### src/design/iasr_pkg.sv
package iasr_pkg;

    // ----------------------------------------------------------------
    // Register map (byte addresses)
    // ----------------------------------------------------------------
    localparam logic [3:0] ADDR_CTRL   = 4'h0;
    localparam logic [3:0] ADDR_STATUS = 4'h4;
    localparam logic [3:0] ADDR_SHIFT  = 4'h8;
    localparam logic [3:0] ADDR_IRQ    = 4'hC;
    localparam int         ADDR_W      = 4;

    // ----------------------------------------------------------------
    // Control fields
    // ----------------------------------------------------------------
    localparam int CTRL_START  = 0;
    localparam int CTRL_STOP   = 1;
    localparam int CTRL_WAITT  = 2;
    localparam int CTRL_SPIE   = 3;
    localparam int CTRL_RELEASE = 4;
    localparam int CTRL_ADDR_LO = 8;
    localparam int CTRL_ADDR_HI = 14;
    localparam int CTRL_MASK_LO = 16;
    localparam int CTRL_MASK_HI = 19;

    // ----------------------------------------------------------------
    // Bus status fields
    // ----------------------------------------------------------------
    localparam int ST_STOP  = 0;
    localparam int ST_START = 1;
    localparam int ST_ACK   = 2;
    localparam int ST_TRC   = 3;
    localparam int ST_COI   = 4;
    localparam int ST_EXC   = 5;
    localparam int ST_ALD   = 6;
    localparam int ST_MST   = 7;

    // Interrupt status bits
    localparam int IRQ_XFER = 0;
    localparam int IRQ_ALD  = 1;
    localparam int IRQ_STOP = 2;
    localparam int IRQ_EXC  = 3;
    localparam int IRQ_N    = 4;

    localparam logic [3:0] BIT_ACK    = 4'h8;
    localparam logic [3:0] BIT_LAST   = 4'h9;
    localparam logic [3:0] BIT_ZERO   = 4'h0;
    localparam logic [3:0] SCL_HALF   = 4'h7;
    localparam logic [7:0] BYTE_ONES  = 8'hFF;
    localparam logic [3:0] EXT_PREFIX = 4'h0;
    localparam logic [1:0] RESP_OKAY  = 2'h0;
    localparam logic [1:0] RESP_SLVERR = 2'h2;

    typedef enum {
        IASR_IDLE, IASR_MSTART, IASR_ACTIVE, IASR_RESTART, IASR_MSTOP,
        IASR_LOST
    } iasr_state_t;

    typedef struct packed {
        logic [2:0] scl;
        logic [2:0] sda;
    } iasr_sync_t;

endpackage : iasr_pkg

### src/design/iasr_shifter.sv
`timescale 1ns/1ns
`default_nettype none
// How it works
// - Shift register advances on serial clock fall.
// - Transmit via output latch, MSB first.
// - Receive samples data on serial clock rise.
// - Master sends address, direction, then data.
// - Direction flag sits at status bit 3.
// - Stop interrupt only when stop enable set.
// - After loss continue as slave when addressed.
// - Loss during address: flag, release bus.
// - Loss during extension code flags extension.
// - Loss during data sets flag, interrupts.
// - Foreign restart during data counts as loss.
// - Foreign stop during data counts as loss.
// - Data low during own restart: loss.
// - Foreign stop during own restart: loss.
// - Data low during own stop: loss, interrupt.
// - Loser during data stays quiet until start or stop.
module iasr_shifter (
    input  wire logic        clk,
    input  wire logic        rst,
    input  wire logic [3:0]  s_axi_awaddr,
    input  wire logic        s_axi_awvalid,
    output var  logic        s_axi_awready,
    input  wire logic [31:0] s_axi_wdata,
    input  wire logic [3:0]  s_axi_wstrb,
    input  wire logic        s_axi_wvalid,
    output var  logic        s_axi_wready,
    output var  logic [1:0]  s_axi_bresp,
    output var  logic        s_axi_bvalid,
    input  wire logic        s_axi_bready,
    input  wire logic [3:0]  s_axi_araddr,
    input  wire logic        s_axi_arvalid,
    output var  logic        s_axi_arready,
    output var  logic [31:0] s_axi_rdata,
    output var  logic [1:0]  s_axi_rresp,
    output var  logic        s_axi_rvalid,
    input  wire logic        s_axi_rready,
    input  wire logic        serialClockLineIn,
    output var  logic        serialClockLineOut,
    output var  logic        serialClockLineOe,
    input  wire logic        serialDataLineIn,
    output var  logic        serialDataLineOut,
    output var  logic        serialDataLineOe,
    output var  logic        irq
);

    // ----------------------------------------------------------------
    // State
    // ----------------------------------------------------------------
    typedef struct packed {
        iasr_pkg::iasr_sync_t       sy;
        logic                       awHave;
        logic [3:0]                 awAddr;
        logic                       wHave;
        logic [31:0]                wData;
        logic [3:0]                 wStrb;
        logic                       bValid;
        logic [1:0]                 bResp;
        logic                       rValid;
        logic [31:0]                rData;
        logic [1:0]                 rResp;
        iasr_pkg::iasr_state_t      st;
        logic [7:0]                 serial_shift_reg;
        logic                       output_latch;
        logic                       rxBit;
        logic                       sclLow;
        logic [3:0]                 divCnt;
        logic [3:0]                 bitCnt;
        logic                       addrPhase;
        logic                       rwBit;
        logic                       waitLow;
        logic                       wait_timing_select;
        logic                       stop_irq_enable;
        logic                       stopPending;
        logic [6:0]                 own_slave_address;
        logic [7:0]                 bus_status_reg;
        logic [iasr_pkg::IRQ_N-1:0] irqStat;
        logic [iasr_pkg::IRQ_N-1:0] irqMask;
        logic                       sclOe;
        logic                       sdaOe;
        logic                       irq;
    } iasr_regs_t;

    iasr_regs_t q, d;

    logic sclNow, sclOld, sdaNow, sdaOld;
    logic sclRise, sclFall, startCond, stopCond;
    logic wrFire, rdFire, lostBit, txBit;
    logic [7:0] stNext, nb;

    // Change counts when 2nd and 3rd stages differ
    assign sclNow    = q.sy.scl[1];
    assign sclOld    = q.sy.scl[2];
    assign sdaNow    = q.sy.sda[1];
    assign sdaOld    = q.sy.sda[2];
    assign sclRise   = sclNow & ~sclOld;
    assign sclFall   = ~sclNow & sclOld;
    assign startCond = sclNow & sclOld & sdaOld & ~sdaNow;
    assign stopCond  = sclNow & sclOld & ~sdaOld & sdaNow;

    always_comb begin
        d = q;
        d.sy.scl = {q.sy.scl[1:0], serialClockLineIn};
        d.sy.sda = {q.sy.sda[1:0], serialDataLineIn};
        stNext = q.bus_status_reg;
        txBit = q.bus_status_reg[iasr_pkg::ST_TRC]
            | (q.addrPhase & q.bus_status_reg[iasr_pkg::ST_MST]);
        nb = {q.serial_shift_reg[6:0], q.rxBit};
        lostBit = 1'b0;

        // ------------------------------------------------------------
        // AXI4-Lite write and read handshakes
        // ------------------------------------------------------------
        if (s_axi_awvalid && !q.awHave) begin
            d.awHave = 1'b1;
            d.awAddr = s_axi_awaddr;
        end
        if (s_axi_wvalid && !q.wHave) begin
            d.wHave = 1'b1;
            d.wData = s_axi_wdata;
            d.wStrb = s_axi_wstrb;
        end
        wrFire = q.awHave && q.wHave && !q.bValid;
        if (q.bValid && s_axi_bready) begin
            d.bValid = 1'b0;
        end
        rdFire = s_axi_arvalid && !q.rValid;
        // Clear first, so an event in the same cycle wins
        if (rdFire && s_axi_araddr == iasr_pkg::ADDR_IRQ) begin
            d.irqStat = '0;
        end
        if (q.rValid && s_axi_rready) begin
            d.rValid = 1'b0;
        end

        // ------------------------------------------------------------
        // Bit engine
        // ------------------------------------------------------------
        if (sclRise && q.st != iasr_pkg::IASR_IDLE) begin
            // Compare what we drive with what the bus shows
            if (q.sdaOe == 1'b0 && q.output_latch == 1'b1 && !sdaNow
                && q.bus_status_reg[iasr_pkg::ST_MST]
                && q.bitCnt != iasr_pkg::BIT_ACK) begin
                lostBit = 1'b1;
            end
            if (q.bitCnt != iasr_pkg::BIT_ACK) begin
                d.rxBit = sdaNow;
            end else begin
                stNext[iasr_pkg::ST_ACK] = ~sdaNow;
            end
        end

        if (sclFall && q.st != iasr_pkg::IASR_IDLE
            && q.st != iasr_pkg::IASR_LOST) begin
            d.bitCnt = q.bitCnt + 4'h1;
            if (q.bitCnt < iasr_pkg::BIT_ACK) begin
                d.serial_shift_reg = nb;
            end
            if (q.bitCnt == iasr_pkg::BIT_ACK - 4'h1) begin
                if (q.addrPhase) begin
                    d.rwBit = nb[0];
                    if (q.bus_status_reg[iasr_pkg::ST_MST]) begin
                        stNext[iasr_pkg::ST_TRC] = ~nb[0];
                    end else if (nb[7:1] == q.own_slave_address) begin
                        stNext[iasr_pkg::ST_COI] = 1'b1;
                        stNext[iasr_pkg::ST_TRC] = nb[0];
                    end else if (nb[7:4] == iasr_pkg::EXT_PREFIX) begin
                        stNext[iasr_pkg::ST_EXC] = 1'b1;
                    end
                end
                if (!q.wait_timing_select) begin
                    d.waitLow = 1'b1;
                    d.irqStat[iasr_pkg::IRQ_XFER] = 1'b1;
                end
            end else if (q.bitCnt == iasr_pkg::BIT_ACK) begin
                d.bitCnt = iasr_pkg::BIT_ZERO;
                d.addrPhase = 1'b0;
                if (q.wait_timing_select) begin
                    d.waitLow = 1'b1;
                    d.irqStat[iasr_pkg::IRQ_XFER] = 1'b1;
                end
            end else if (q.bitCnt == iasr_pkg::BIT_LAST) begin
                // First fall after a start carries no bit
                d.bitCnt = iasr_pkg::BIT_ZERO;
            end
        end

        // Drive next bit while clock is low
        d.output_latch = q.serial_shift_reg[7];
        if (q.bitCnt == iasr_pkg::BIT_ACK) begin
            d.sdaOe = q.addrPhase
                ? (stNext[iasr_pkg::ST_COI] & ~stNext[iasr_pkg::ST_MST])
                : (~txBit & (stNext[iasr_pkg::ST_COI]
                | q.bus_status_reg[iasr_pkg::ST_MST]));
        end else if (!sclNow) begin
            // Data may only move while the clock is low
            d.sdaOe = txBit & ~q.output_latch & (q.st == iasr_pkg::IASR_ACTIVE);
        end
        d.sclOe = q.waitLow | (q.sclLow & q.bus_status_reg[iasr_pkg::ST_MST]);
        // Own clock as master; high half waits for a stretched line
        if (q.bus_status_reg[iasr_pkg::ST_MST] && q.st == iasr_pkg::IASR_ACTIVE
            && !q.waitLow && (q.sclLow || sclNow)) begin
            d.divCnt = q.divCnt + 4'h1;
            if (q.divCnt == iasr_pkg::SCL_HALF) begin
                d.divCnt = 4'h0;
                d.sclLow = ~q.sclLow;
            end
        end

        // ------------------------------------------------------------
        // Arbitration
        // ------------------------------------------------------------
        if (lostBit) begin
            stNext[iasr_pkg::ST_ALD] = 1'b1;
            stNext[iasr_pkg::ST_MST] = 1'b0;
            d.irqStat[iasr_pkg::IRQ_ALD] = 1'b1;
            d.sdaOe = 1'b0;
            d.sclLow = 1'b0;
            d.st = q.addrPhase ? iasr_pkg::IASR_ACTIVE : iasr_pkg::IASR_LOST;
            stNext[iasr_pkg::ST_TRC] = 1'b0;
        end

        if (startCond) begin
            if (q.bus_status_reg[iasr_pkg::ST_MST]
                && q.st != iasr_pkg::IASR_RESTART
                && q.st != iasr_pkg::IASR_MSTART) begin
                stNext[iasr_pkg::ST_ALD] = 1'b1;
                d.irqStat[iasr_pkg::IRQ_ALD] = 1'b1;
                stNext[iasr_pkg::ST_MST] = 1'b0;
            end else begin
                stNext[iasr_pkg::ST_ALD] = 1'b0;
            end
            stNext[iasr_pkg::ST_START] = 1'b1;
            stNext[iasr_pkg::ST_STOP] = 1'b0;
            stNext[iasr_pkg::ST_COI] = 1'b0;
            stNext[iasr_pkg::ST_EXC] = 1'b0;
            stNext[iasr_pkg::ST_TRC] = q.st == iasr_pkg::IASR_RESTART
                || (q.st == iasr_pkg::IASR_MSTART);
            d.st = iasr_pkg::IASR_ACTIVE;
            d.addrPhase = 1'b1;
            d.bitCnt = iasr_pkg::BIT_LAST;
            // Own start: hold the clock low until the address is written
            if (q.st == iasr_pkg::IASR_MSTART) begin
                d.waitLow = 1'b1;
                d.sclLow = 1'b1;
                d.divCnt = 4'h0;
            end
        end

        if (stopCond) begin
            if (q.bus_status_reg[iasr_pkg::ST_MST]
                && q.st != iasr_pkg::IASR_MSTOP) begin
                stNext[iasr_pkg::ST_ALD] = 1'b1;
                d.irqStat[iasr_pkg::IRQ_ALD] = 1'b1;
            end
            stNext = 8'h00 | (stNext & (8'h01 << iasr_pkg::ST_ALD));
            stNext[iasr_pkg::ST_STOP] = 1'b1;
            if (q.stop_irq_enable) begin
                d.irqStat[iasr_pkg::IRQ_STOP] = 1'b1;
            end
            d.st = iasr_pkg::IASR_IDLE;
            d.sdaOe = 1'b0;
            d.waitLow = 1'b0;
        end

        // Own restart and stop attempts: data must be high to go
        if ((q.st == iasr_pkg::IASR_RESTART || q.st == iasr_pkg::IASR_MSTOP)
            && sclRise && !sdaNow && !q.sdaOe) begin
            if (q.st == iasr_pkg::IASR_RESTART) begin
                stNext[iasr_pkg::ST_ALD] = 1'b1;
            end else begin
                stNext[iasr_pkg::ST_ALD] = 1'b1;
            end
            stNext[iasr_pkg::ST_MST] = 1'b0;
            d.irqStat[iasr_pkg::IRQ_ALD] = 1'b1;
            d.st = iasr_pkg::IASR_LOST;
        end
        if (q.st == iasr_pkg::IASR_MSTART && !q.sdaOe) begin
            d.sdaOe = 1'b1;
        end
        if ((q.st == iasr_pkg::IASR_RESTART || q.st == iasr_pkg::IASR_MSTOP)
            && sclNow) begin
            d.sdaOe = q.st == iasr_pkg::IASR_RESTART ? 1'b0 : 1'b0;
        end

        if (stNext[iasr_pkg::ST_EXC] && !q.bus_status_reg[iasr_pkg::ST_EXC]) begin
            d.irqStat[iasr_pkg::IRQ_EXC] = 1'b1;
        end
        d.bus_status_reg = stNext;

        // ------------------------------------------------------------
        // Register writes and reads
        // ------------------------------------------------------------
        if (wrFire) begin
            d.awHave = 1'b0;
            d.wHave = 1'b0;
            d.bValid = 1'b1;
            d.bResp = iasr_pkg::RESP_OKAY;
            case (q.awAddr)
                iasr_pkg::ADDR_CTRL: begin
                    d.wait_timing_select = q.wData[iasr_pkg::CTRL_WAITT];
                    d.stop_irq_enable = q.wData[iasr_pkg::CTRL_SPIE];
                    d.own_slave_address =
                        q.wData[iasr_pkg::CTRL_ADDR_HI:iasr_pkg::CTRL_ADDR_LO];
                    d.irqMask =
                        q.wData[iasr_pkg::CTRL_MASK_HI:iasr_pkg::CTRL_MASK_LO];
                    if (q.wData[iasr_pkg::CTRL_RELEASE]) begin
                        d.waitLow = 1'b0;
                    end
                    if (q.wData[iasr_pkg::CTRL_START]) begin
                        d.st = q.bus_status_reg[iasr_pkg::ST_MST]
                            ? iasr_pkg::IASR_RESTART : iasr_pkg::IASR_MSTART;
                        d.bus_status_reg[iasr_pkg::ST_MST] = 1'b1;
                        d.waitLow = 1'b0;
                    end
                    if (q.wData[iasr_pkg::CTRL_STOP]) begin
                        d.st = iasr_pkg::IASR_MSTOP;
                        d.waitLow = 1'b0;
                    end
                end
                iasr_pkg::ADDR_SHIFT: begin
                    d.serial_shift_reg = q.wData[7:0];
                    d.waitLow = 1'b0;
                end
                iasr_pkg::ADDR_IRQ: ;
                default: d.bResp = iasr_pkg::RESP_SLVERR;
            endcase
        end
        if (rdFire) begin
            d.rValid = 1'b1;
            d.rResp = iasr_pkg::RESP_OKAY;
            d.rData = '0;
            case (s_axi_araddr)
                iasr_pkg::ADDR_CTRL: d.rData[iasr_pkg::CTRL_SPIE] = q.stop_irq_enable;
                iasr_pkg::ADDR_STATUS: d.rData[7:0] = q.bus_status_reg;
                iasr_pkg::ADDR_SHIFT: d.rData[7:0] = q.serial_shift_reg;
                iasr_pkg::ADDR_IRQ: begin
                    d.rData[iasr_pkg::IRQ_N-1:0] = q.irqStat;
                end
                default: d.rResp = iasr_pkg::RESP_SLVERR;
            endcase
        end
        d.irq = |(d.irqStat & q.irqMask);
    end

    always_ff @(posedge clk or posedge rst) begin
        if (rst) begin
            q <= '0;
            q.sy <= '1;
            q.serial_shift_reg <= iasr_pkg::BYTE_ONES;
            q.output_latch <= 1'b1;
            q.st <= iasr_pkg::IASR_IDLE;
        end else begin
            q <= d;
        end
    end

    assign s_axi_awready = ~q.awHave;
    assign s_axi_wready  = ~q.wHave;
    assign s_axi_bvalid  = q.bValid;
    assign s_axi_bresp   = q.bResp;
    assign s_axi_arready = ~q.rValid;
    assign s_axi_rvalid  = q.rValid;
    assign s_axi_rdata   = q.rData;
    assign s_axi_rresp   = q.rResp;
    assign serialClockLineOut = 1'b0;
    assign serialClockLineOe  = q.sclOe;
    assign serialDataLineOut  = 1'b0;
    assign serialDataLineOe   = q.sdaOe;
    assign irq = q.irq;

endmodule : iasr_shifter
`default_nettype wire

### config.mk
export PLATFORM = sky130hd
export DESIGN_NAME = iasr_shifter
export DESIGN_NICKNAME = d
export VERILOG_FILES = /design/src/design/iasr_pkg.sv /design/src/design/iasr_shifter.sv
export SDC_FILE = /design/constraint.sdc
export NUM_CORES = 1
export LEC_CHECK = 0
export BUFFER_PORTS_ARGS = -buffer_cell sky130_fd_sc_hd__buf_2
export CAP_MARGIN = 20
export CORE_MARGIN = 10
export CORE_UTILIZATION = 40
export DETAILED_ROUTE_END_ITERATION = 8
export GPL_TIMING_DRIVEN = 0
export PLACE_DENSITY = 0.7
export SLEW_MARGIN = 20
export SYNTH_ARGS = -nofsm -noshare
export SYNTH_HDL_FRONTEND = slang
export SYNTH_SLANG_ARGS = --single-unit
### constraint.sdc
create_clock -name clk -period 4.6 [get_ports clk]
set_input_delay 0 -clock clk [delete_from_list [all_inputs] [get_ports clk]]
set_output_delay 0 -clock clk [all_outputs]
set_load 0.03 [all_outputs]
==> out/metrics.cfg, run 1 <==
[cts]
clk_pin_slew_worst_paths_ps = 50
cts_root_buf = clkbuf_16
cts_made_buffers = 17
insertion_delay_ps = 410
post_cts_buffers = 0
clock-sinks = 124
tritoncts = yes
cts.path.max_buffers = 2
h-tree-depth = 4

[timing]
max_slew_margin_pct = 33.8
max_freq_ghz = 0.327
worstMarginPinSlew_ps = 983
rsz0062_at_grt = no
tns_ps = 0
skew_ps = 7.44
finalSetupViolations = 0
period_share_pct = 66.4
finalWorstSetupSlack_ps = 1540
drv_slew = 0
hold_violations = 0
fin_crit_ps = 3060

[global_route]
antenna_found_initial = 0
grt_max_degree = 77
globalRouteTotalUtil_pct = 13.9
grt-ovfl-total = 0
grt_pass1_vias = 4439
grt_pass1_wl_um = 22400

[pwr]
irDropWorstVdd_uv = 401
switching_power_mw = 1.33
p_leak_nw = 3.41
p_per_area_mw_per_mm2 = 575
power.share.combinational_pct = 26.6
power_mw = 4.12
p_sw_share_pct = 32.3
p_seq_share_pct = 42.0
p_int_mw = 2.79
power_frac_clock_pct = 31.4

[floorplanning]
boundaryPins = 99
initial_core_util_pct = 40.7
dieArea_mm2 = 0.0193
design.core.area_mm2 = 0.0139
die_y_um = 139
die_x_um = 139
row_count = 43

[hold_path]
hold_class = input pin to flip-flop

[worst_setup_path]
path_class = flip-flop to flip-flop
critPathMaxFanout = 10
cpMostUsedCell = clkbuf_2
endpoint_kind = flip-flop
crit_chain = nor4_1, nand4_1, nor3_1, o21ai_2, nor3b_1, clkbuf_2, clkbuf_2, and2_1
arrival_ps = 3400
start_kind = flip-flop
max_stage_delay_ps = 700
cp_top_family = simple AND/OR/NAND/NOR gates
slowest_stage = nor3_1
critPathBufInv = 2
worstPathRequired_ps = 4940

[placed_design]
place.gp.congestion = 0.921
placement.io_buffers = 52
placed_area_mm2 = 0.00627
hpwl_um = 9480
pre_cts_slack_ps = 1620

[synth]
netlist.area_leader.share_pct = 48.2
syn_area_mm2 = 0.00565
synth_edf_count = 0
ys_ff_latch = 124
synth-async-reset-ratio_pct = 100
ys_warn_count = 0
synth_top_area_cell = dfrtp_1
synthTopCellsByArea = dfrtp_1, mux2_2, dfstp_2, buf_4, and2_1
syn_inst = 508
synth.avg_cell_area_um2 = 11.1
ys_types = 65
synthFlopType = dfrtp_1
synth.top_cells.by_count = dfrtp_1, nand2_1, mux2_2
yosysSeqAreaShare_pct = 55.2
post-synth-top-count-cell = dfrtp_1

[routing]
drt_wl_total_um = 13500
route.detailed.drc = 0
vias_per_cell = 5.16
drtPass1Iterations = 5
wl_per_cell_um = 16.2
ant_nets = 0
initialDrtViolationCount = 291
num_vias = 4292

[final_layout]
antenna_cells = 0
finalInstanceArea_mm2 = 0.00717
final_core_util_pct = 51.7
drive_gt1_share_pct = 29.0
area_delta_synth_final_pct = 26.9
nets = 696

[run]
maxCapViolCount = 0

[run_status]
status = finished clean

[worst paths after layout]
kind / cells past startpoint / startpoint / endpoint / slack (ps)
max in group asynchronous: 4 / rst / nb[4] / 3610
hold reg to reg: 0 / d[167] / d[168] / 350
setup / recovery: 8 / q[55] / q[69] / 1540
hold / removal: 3 / s_axi_araddr[2] / s_axi_rdata[1] / 20
min in group asynchronous: 3 / rst / q[59] / 270
setup reg to reg: 8 / q[55] / q[69] / 1540
[area by class of cell]
| type | instances | area (µm²) |
|---|---|---|
| Timing Repair Buffer | 85 | 608 |
| Fill cell | 1213 | 6710 |
| Sequential cell | 124 | 3120 |
| Buffer | 57 | 370 |
| Inverter | 13 | 53.8 |
| Clock buffer | 24 | 492 |
| Tap cell | 180 | 225 |
| Clock inverter | 7 | 87.6 |
| Multi-Input combinational cell | 341 | 2210 |
[stage by stage]
stage,instances,hold WS (ps)
finish,831,22.1
global route,831,40.5
CTS,831,0.325
detailed placement,768,119
global placement,767,122
floorplan,535,4.48
[power by group through the flow]
stage | Sequential, mW | Clock [mW] | Combinational, mW
floorplan | 1.66 | 0 | 0.807
detailed placement | 1.73 | 0 | 1.06
global placement | 1.71 | 0 | 1.01
global route | 1.77 | 1.36 | 1.21
finish | 1.73 | 1.29 | 1.10
CTS | 1.72 | 1.31 | 1.10
[cell families after synthesis]
kind of cell,Yosys count,synth area share (%)
compound gates,76,9.47
xor+xnor,10,1.55
fa+ha+maj,4,0.885
buf+inv,70,7.41
flops,124,55.2
mux,42,8.52
other cells,1,0.0663
simple gates,181,16.9
[registers in the layout, summed over array words and instances, names as in the netlist]
signal             flops
d                      5
irq                    1
nb                     8
q                     96
s_axi_bresp            1
s_axi_bvalid           1
s_axi_rdata            8
s_axi_rresp            1
s_axi_rvalid           1
serialClockLineOe      1
serialDataLineOe       1
[layout by cell type (no fill, tap or decap), types with 11 or more instances in the layout]
cell / count
dfstp_2: 15
nand2_1: 49
inv_1: 12
buf_2: 55
dfrtp_1: 109
buf_4: 38
dlygate4sd3_1: 32
mux2_2: 39
nor4_1: 15
and2_1: 31
conb_1: 28
clkbuf_16: 17
a31oi_1: 11
o21ai_0: 17
clkbuf_1: 15
nor2_1: 36
[worst reg2reg max path: stages, from the launching register on]
cell,delay (ps)
dfrtp_1,390
nor4_1,360
nand4_1,430
nor3_1,700
o21ai_2,170
nor3b_1,300
clkbuf_2,250
clkbuf_2,240
and2_1,160
[routing by layer]
metal	vias to the layer above	wire (µm)	global-route usage (%)	part of all wire, %
li1	1995	-	-	-
met1	2124	5900	17.5	44
met2	154	6350	21.9	47
met3	19	985	4.76	7.3
met4	0	216	4.83	1.6
met5	-	0	0	0
[timing repair]
action | 4_1_cts | 5_1_grt
hold buffers | 32 | 0
gates resized for setup | 0 | 0
setup endpoints to repair | 0 | 0
hold endpoints to repair | 97 | 0
Power figures use the tool's default switching activity.
==> inputs of run 2 (changes only) <==
--- a/config.mk
+++ b/config.mk
@@ -5,6 +5,7 @@
 export SDC_FILE = /design/constraint.sdc
 export NUM_CORES = 1
 export LEC_CHECK = 0
+export ABC_AREA = 1
 export BUFFER_PORTS_ARGS = -buffer_cell sky130_fd_sc_hd__buf_2
 export CAP_MARGIN = 20
 export CORE_MARGIN = 10
==> constraint.sdc (replaced) <==
create_clock -name clk -period 2.9 [get_ports clk]
set_input_delay 0 -clock clk [delete_from_list [all_inputs] [get_ports clk]]
set_output_delay 0 -clock clk [all_outputs]
set_load 0.03 [all_outputs]
==> out/metrics.cfg, run 2 <==
[timing]
hold_violations = 0  ; unchanged
max_freq_ghz = 0.503  ; was 0.327 GHz
max_slew_margin_pct = 61.4  ; was 33.8%
drv_slew = 0  ; unchanged
tns_ps = 0  ; unchanged
period_share_pct = 68.5  ; was 66.4%
finalSetupViolations = 0  ; unchanged
rsz0062_at_grt = no  ; unchanged
finalWorstSetupSlack_ps = 914  ; was 1540 ps
fin_crit_ps = 1990  ; was 3060 ps
worstMarginPinSlew_ps = 572  ; was 983 ps
skew_ps = 7.14  ; was 7.44 ps

[final_layout]
drive_gt1_share_pct = 24.3  ; was 29.0%
final_cell_mix = nand2_1, dfrtp_1, inv_1  ; was dfrtp_1, buf_2, nand2_1
largest_reg_flops = 96  ; unchanged
nets = 892  ; was 696
area_delta_synth_final_pct = 27.0  ; was 26.9%
final_common_cell = nand2_1  ; was dfrtp_1
largest_register = q  ; unchanged
fillers = 1343  ; was 1,213
antenna_cells = 0  ; unchanged

[routing]
num_vias = 4823  ; was 4,292
route.detailed.drc = 0  ; unchanged
wl_per_cell_um = 13.2  ; was 16.2 µm
initialDrtViolationCount = 300  ; was 291
ant_nets = 0  ; unchanged
vias_per_cell = 4.67  ; was 5.16
drtPass1Iterations = 4  ; was 5
drt_wl_total_um = 13600  ; was 13,500 µm

[global_route]
grt-ovfl-total = 0  ; unchanged
globalRouteTotalUtil_pct = 14.0  ; was 13.9%
grt_max_degree = 35  ; was 77
grt_pass1_vias = 4816  ; was 4,439
antenna_found_initial = 0  ; unchanged
grt_pass1_wl_um = 23200  ; was 22,400 µm

[worst_setup_path]
r2r-end = q[160]  ; was q[69]
worstPathRequired_ps = 3200  ; was 4940 ps
start_kind = flip-flop  ; unchanged
max_stage_delay_ps = 560  ; was 700 ps
crit_chain = inv_2, nand2_1, nor2_1, dlygate4sd3_1, a21oi_1, dlygate4sd3_1  ; was nor4_1, nand4_1, nor3_1, o21ai_2, nor3b_1, clkbuf_2, clkbuf_2, and2_1
path_class = flip-flop to flip-flop  ; unchanged
cp-startpoint = q[162]  ; was q[55]
r2r_cells = 6  ; was 8
endpoint_kind = flip-flop  ; unchanged
slowest_stage = dlygate4sd3_1  ; was nor3_1
cp_top_family = buffers and inverters  ; was simple AND/OR/NAND/NOR gates
cpMostUsedCell = dlygate4sd3_1  ; was clkbuf_2
arrival_ps = 2290  ; was 3400 ps
reg2reg_slack_ps = 910  ; was 1540 ps
critPathMaxFanout = 6  ; was 10
r2r_start = q[162]  ; was q[55]
critPathBufInv = 3  ; was 2

[synth]
netlist.area_leader.share_pct = 45.2  ; was 48.2%
synth_fa_ha_area_share_pct = 0.829  ; was 0.885%
synth.top_cells.by_count = nand2_1, dfrtp_1, inv_1  ; was dfrtp_1, nand2_1, mux2_2
ys_warn_count = 0  ; unchanged
synth-async-reset-ratio_pct = 100  ; unchanged
yosys.area_share.simple_pct = 23.9  ; was 16.9%
synth_top_area_cell = dfrtp_1  ; unchanged
syn_area_mm2 = 0.00604  ; was 0.00565 mm²
syn_inst = 698  ; was 508
ys_types = 44  ; was 65
synthFlopType = dfrtp_1  ; unchanged
synth_compound_area_share_pct = 8.26  ; was 9.47%
synth.area.mux_share_pct = 2.78  ; was 8.52%
synth_top_family_by_area = simple AND/OR/NAND/NOR gates  ; unchanged
synthTopCellsByArea = dfrtp_1, nand2_1, dfstp_2, inv_1, buf_4  ; was dfrtp_1, mux2_2, dfstp_2, buf_4, and2_1
yosysSeqAreaShare_pct = 51.7  ; was 55.2%
synth.avg_cell_area_um2 = 8.65  ; was 11.1 µm²
post-synth-top-count-cell = nand2_1  ; was dfrtp_1
synth-xor-area-share_pct = 0.290  ; was 1.55%
ys_ff_latch = 124  ; unchanged
synth_edf_count = 0  ; unchanged

[cts]
post_cts_buffers = 0  ; unchanged
cts.path.max_buffers = 2  ; unchanged
cts_made_buffers = 17  ; unchanged
cts_root_buf = clkbuf_16  ; unchanged
clock-sinks = 124  ; unchanged
tritoncts = yes  ; unchanged
cts_resized = 0  ; unchanged
clk_pin_slew_worst_paths_ps = 60  ; was 50 ps
cts_hold_buf = 34  ; was 32
insertion_delay_ps = 420  ; was 410 ps
h-tree-depth = 4  ; unchanged

[floorplanning]
die_x_um = 143  ; was 139 µm
dieArea_mm2 = 0.0204  ; was 0.0193 mm²
row_count = 44  ; was 43
design.core.area_mm2 = 0.0146  ; was 0.0139 mm²
die_y_um = 143  ; was 139 µm
boundaryPins = 99  ; unchanged
initial_core_util_pct = 41.3  ; was 40.7%

[pwr]
irDropWorstVdd_uv = 504  ; was 401 µV
p_leak_nw = 4.04  ; was 3.41 nW
p_per_area_mw_per_mm2 = 870  ; was 575 mW/mm²
power_mw = 6.68  ; was 4.12 mW

[placed_design]
placement.io_buffers = 53  ; was 52
place.gp.congestion = 0.880  ; was 0.921
pre_cts_slack_ps = 1040  ; was 1620 ps
hpwl_um = 9730  ; was 9480 µm

[run_status]
status = finished clean  ; unchanged

[hold_path]
hold_start = s_axi_araddr[2]  ; unchanged
hold_class = input pin to flip-flop  ; unchanged
hold_path_depth = 5  ; was 3
min_to = s_axi_rdata[5]  ; was s_axi_rdata[1]

[run]
maxCapViolCount = 0  ; unchanged

run 2: cell types whose count changed after synthesis, moves of 14 or more:
cell     change
nor2_1      +26
a21oi_1     +21
nor4_1      -14
mux2_2      -25
o21ai_0     +27
inv_1       +72
nand3_1     +28
nand2_1    +122
nor2_2      +15
and2_1      -31
run 2: per-layer routing:
layer | part of all wire, % | track usage, %
met1 | 44 | 17.5
met2 | 49 | 22.5
met3 | 5.6 | 4.25
met4 | 1.4 | 5.05
met5 | 0 | 0
run 2: cell type report:
cell class                      count  area (µm²)  area share (%)
Multi-Input combinational cell    457        2290            29.8
Clock buffer                       17         425            5.54
Inverter                           93         355            4.63
Tap cell                          184         230            3.00
Timing Repair Buffer               91         686            8.94
Sequential cell                   124        3120            40.7
Buffer                             51         383            4.99
Clock inverter                     15         186            2.43
run 2: cells by family (layout without fill, tap and decap cells):
group                      count (synthesis)  in the layout
buffers and inverters                    144            267
and+or+nand+nor                          317            317
xor gates and xnor gates                   2              2
adders and majority gates                  4              4
DFF                                      124            124
AOI/OAI and AO/OA                         91             91
other                                      1             28
muxes                                     15             15
run 2: where the power goes:
| part | total, mW | internal (mW) | switching [mW] |
|---|---|---|---|
| clock | 2.19 | 1.36 | 0.826 |
| combinational | 1.89 | 0.711 | 1.18 |
| sequential | 2.60 | 2.27 | 0.325 |
run 2: worst max path at each step:
stage	endpoint	slack (ps)	cells past startpoint
detailed placement	q[13]	1040	6
finish	q[160]	910	6
global route	serialDataLineOe	800	11
floorplan	q[61]	1230	9
global placement	s_axi_rvalid	550	2
CTS	q[160]	920	6
run 2: stage by stage:
| step | utilization, % | std cells | instance area [µm²] | hold WS [ps] |
|---|---|---|---|---|
| after floorplan | - | 725 | 6150 | 4.48 |
| after global placement | 45.4 | 962 | 6640 | 117 |
| after detailed placement | 45.9 | 966 | 6720 | -13.1 |
| after CTS | 52.4 | 1032 | 7670 | 41.4 |
| after global routing | 52.4 | 1032 | 7670 | 57.6 |
| final | 52.4 | 1032 | 7670 | 49.6 |
run 2: worst reg2reg max path, cell delays in order, from the launching register on:
cell           delay [ps]
dfrtp_1               370
inv_2                  90
nand2_1               140
nor2_1                120
dlygate4sd3_1         560
a21oi_1                40
dlygate4sd3_1         550
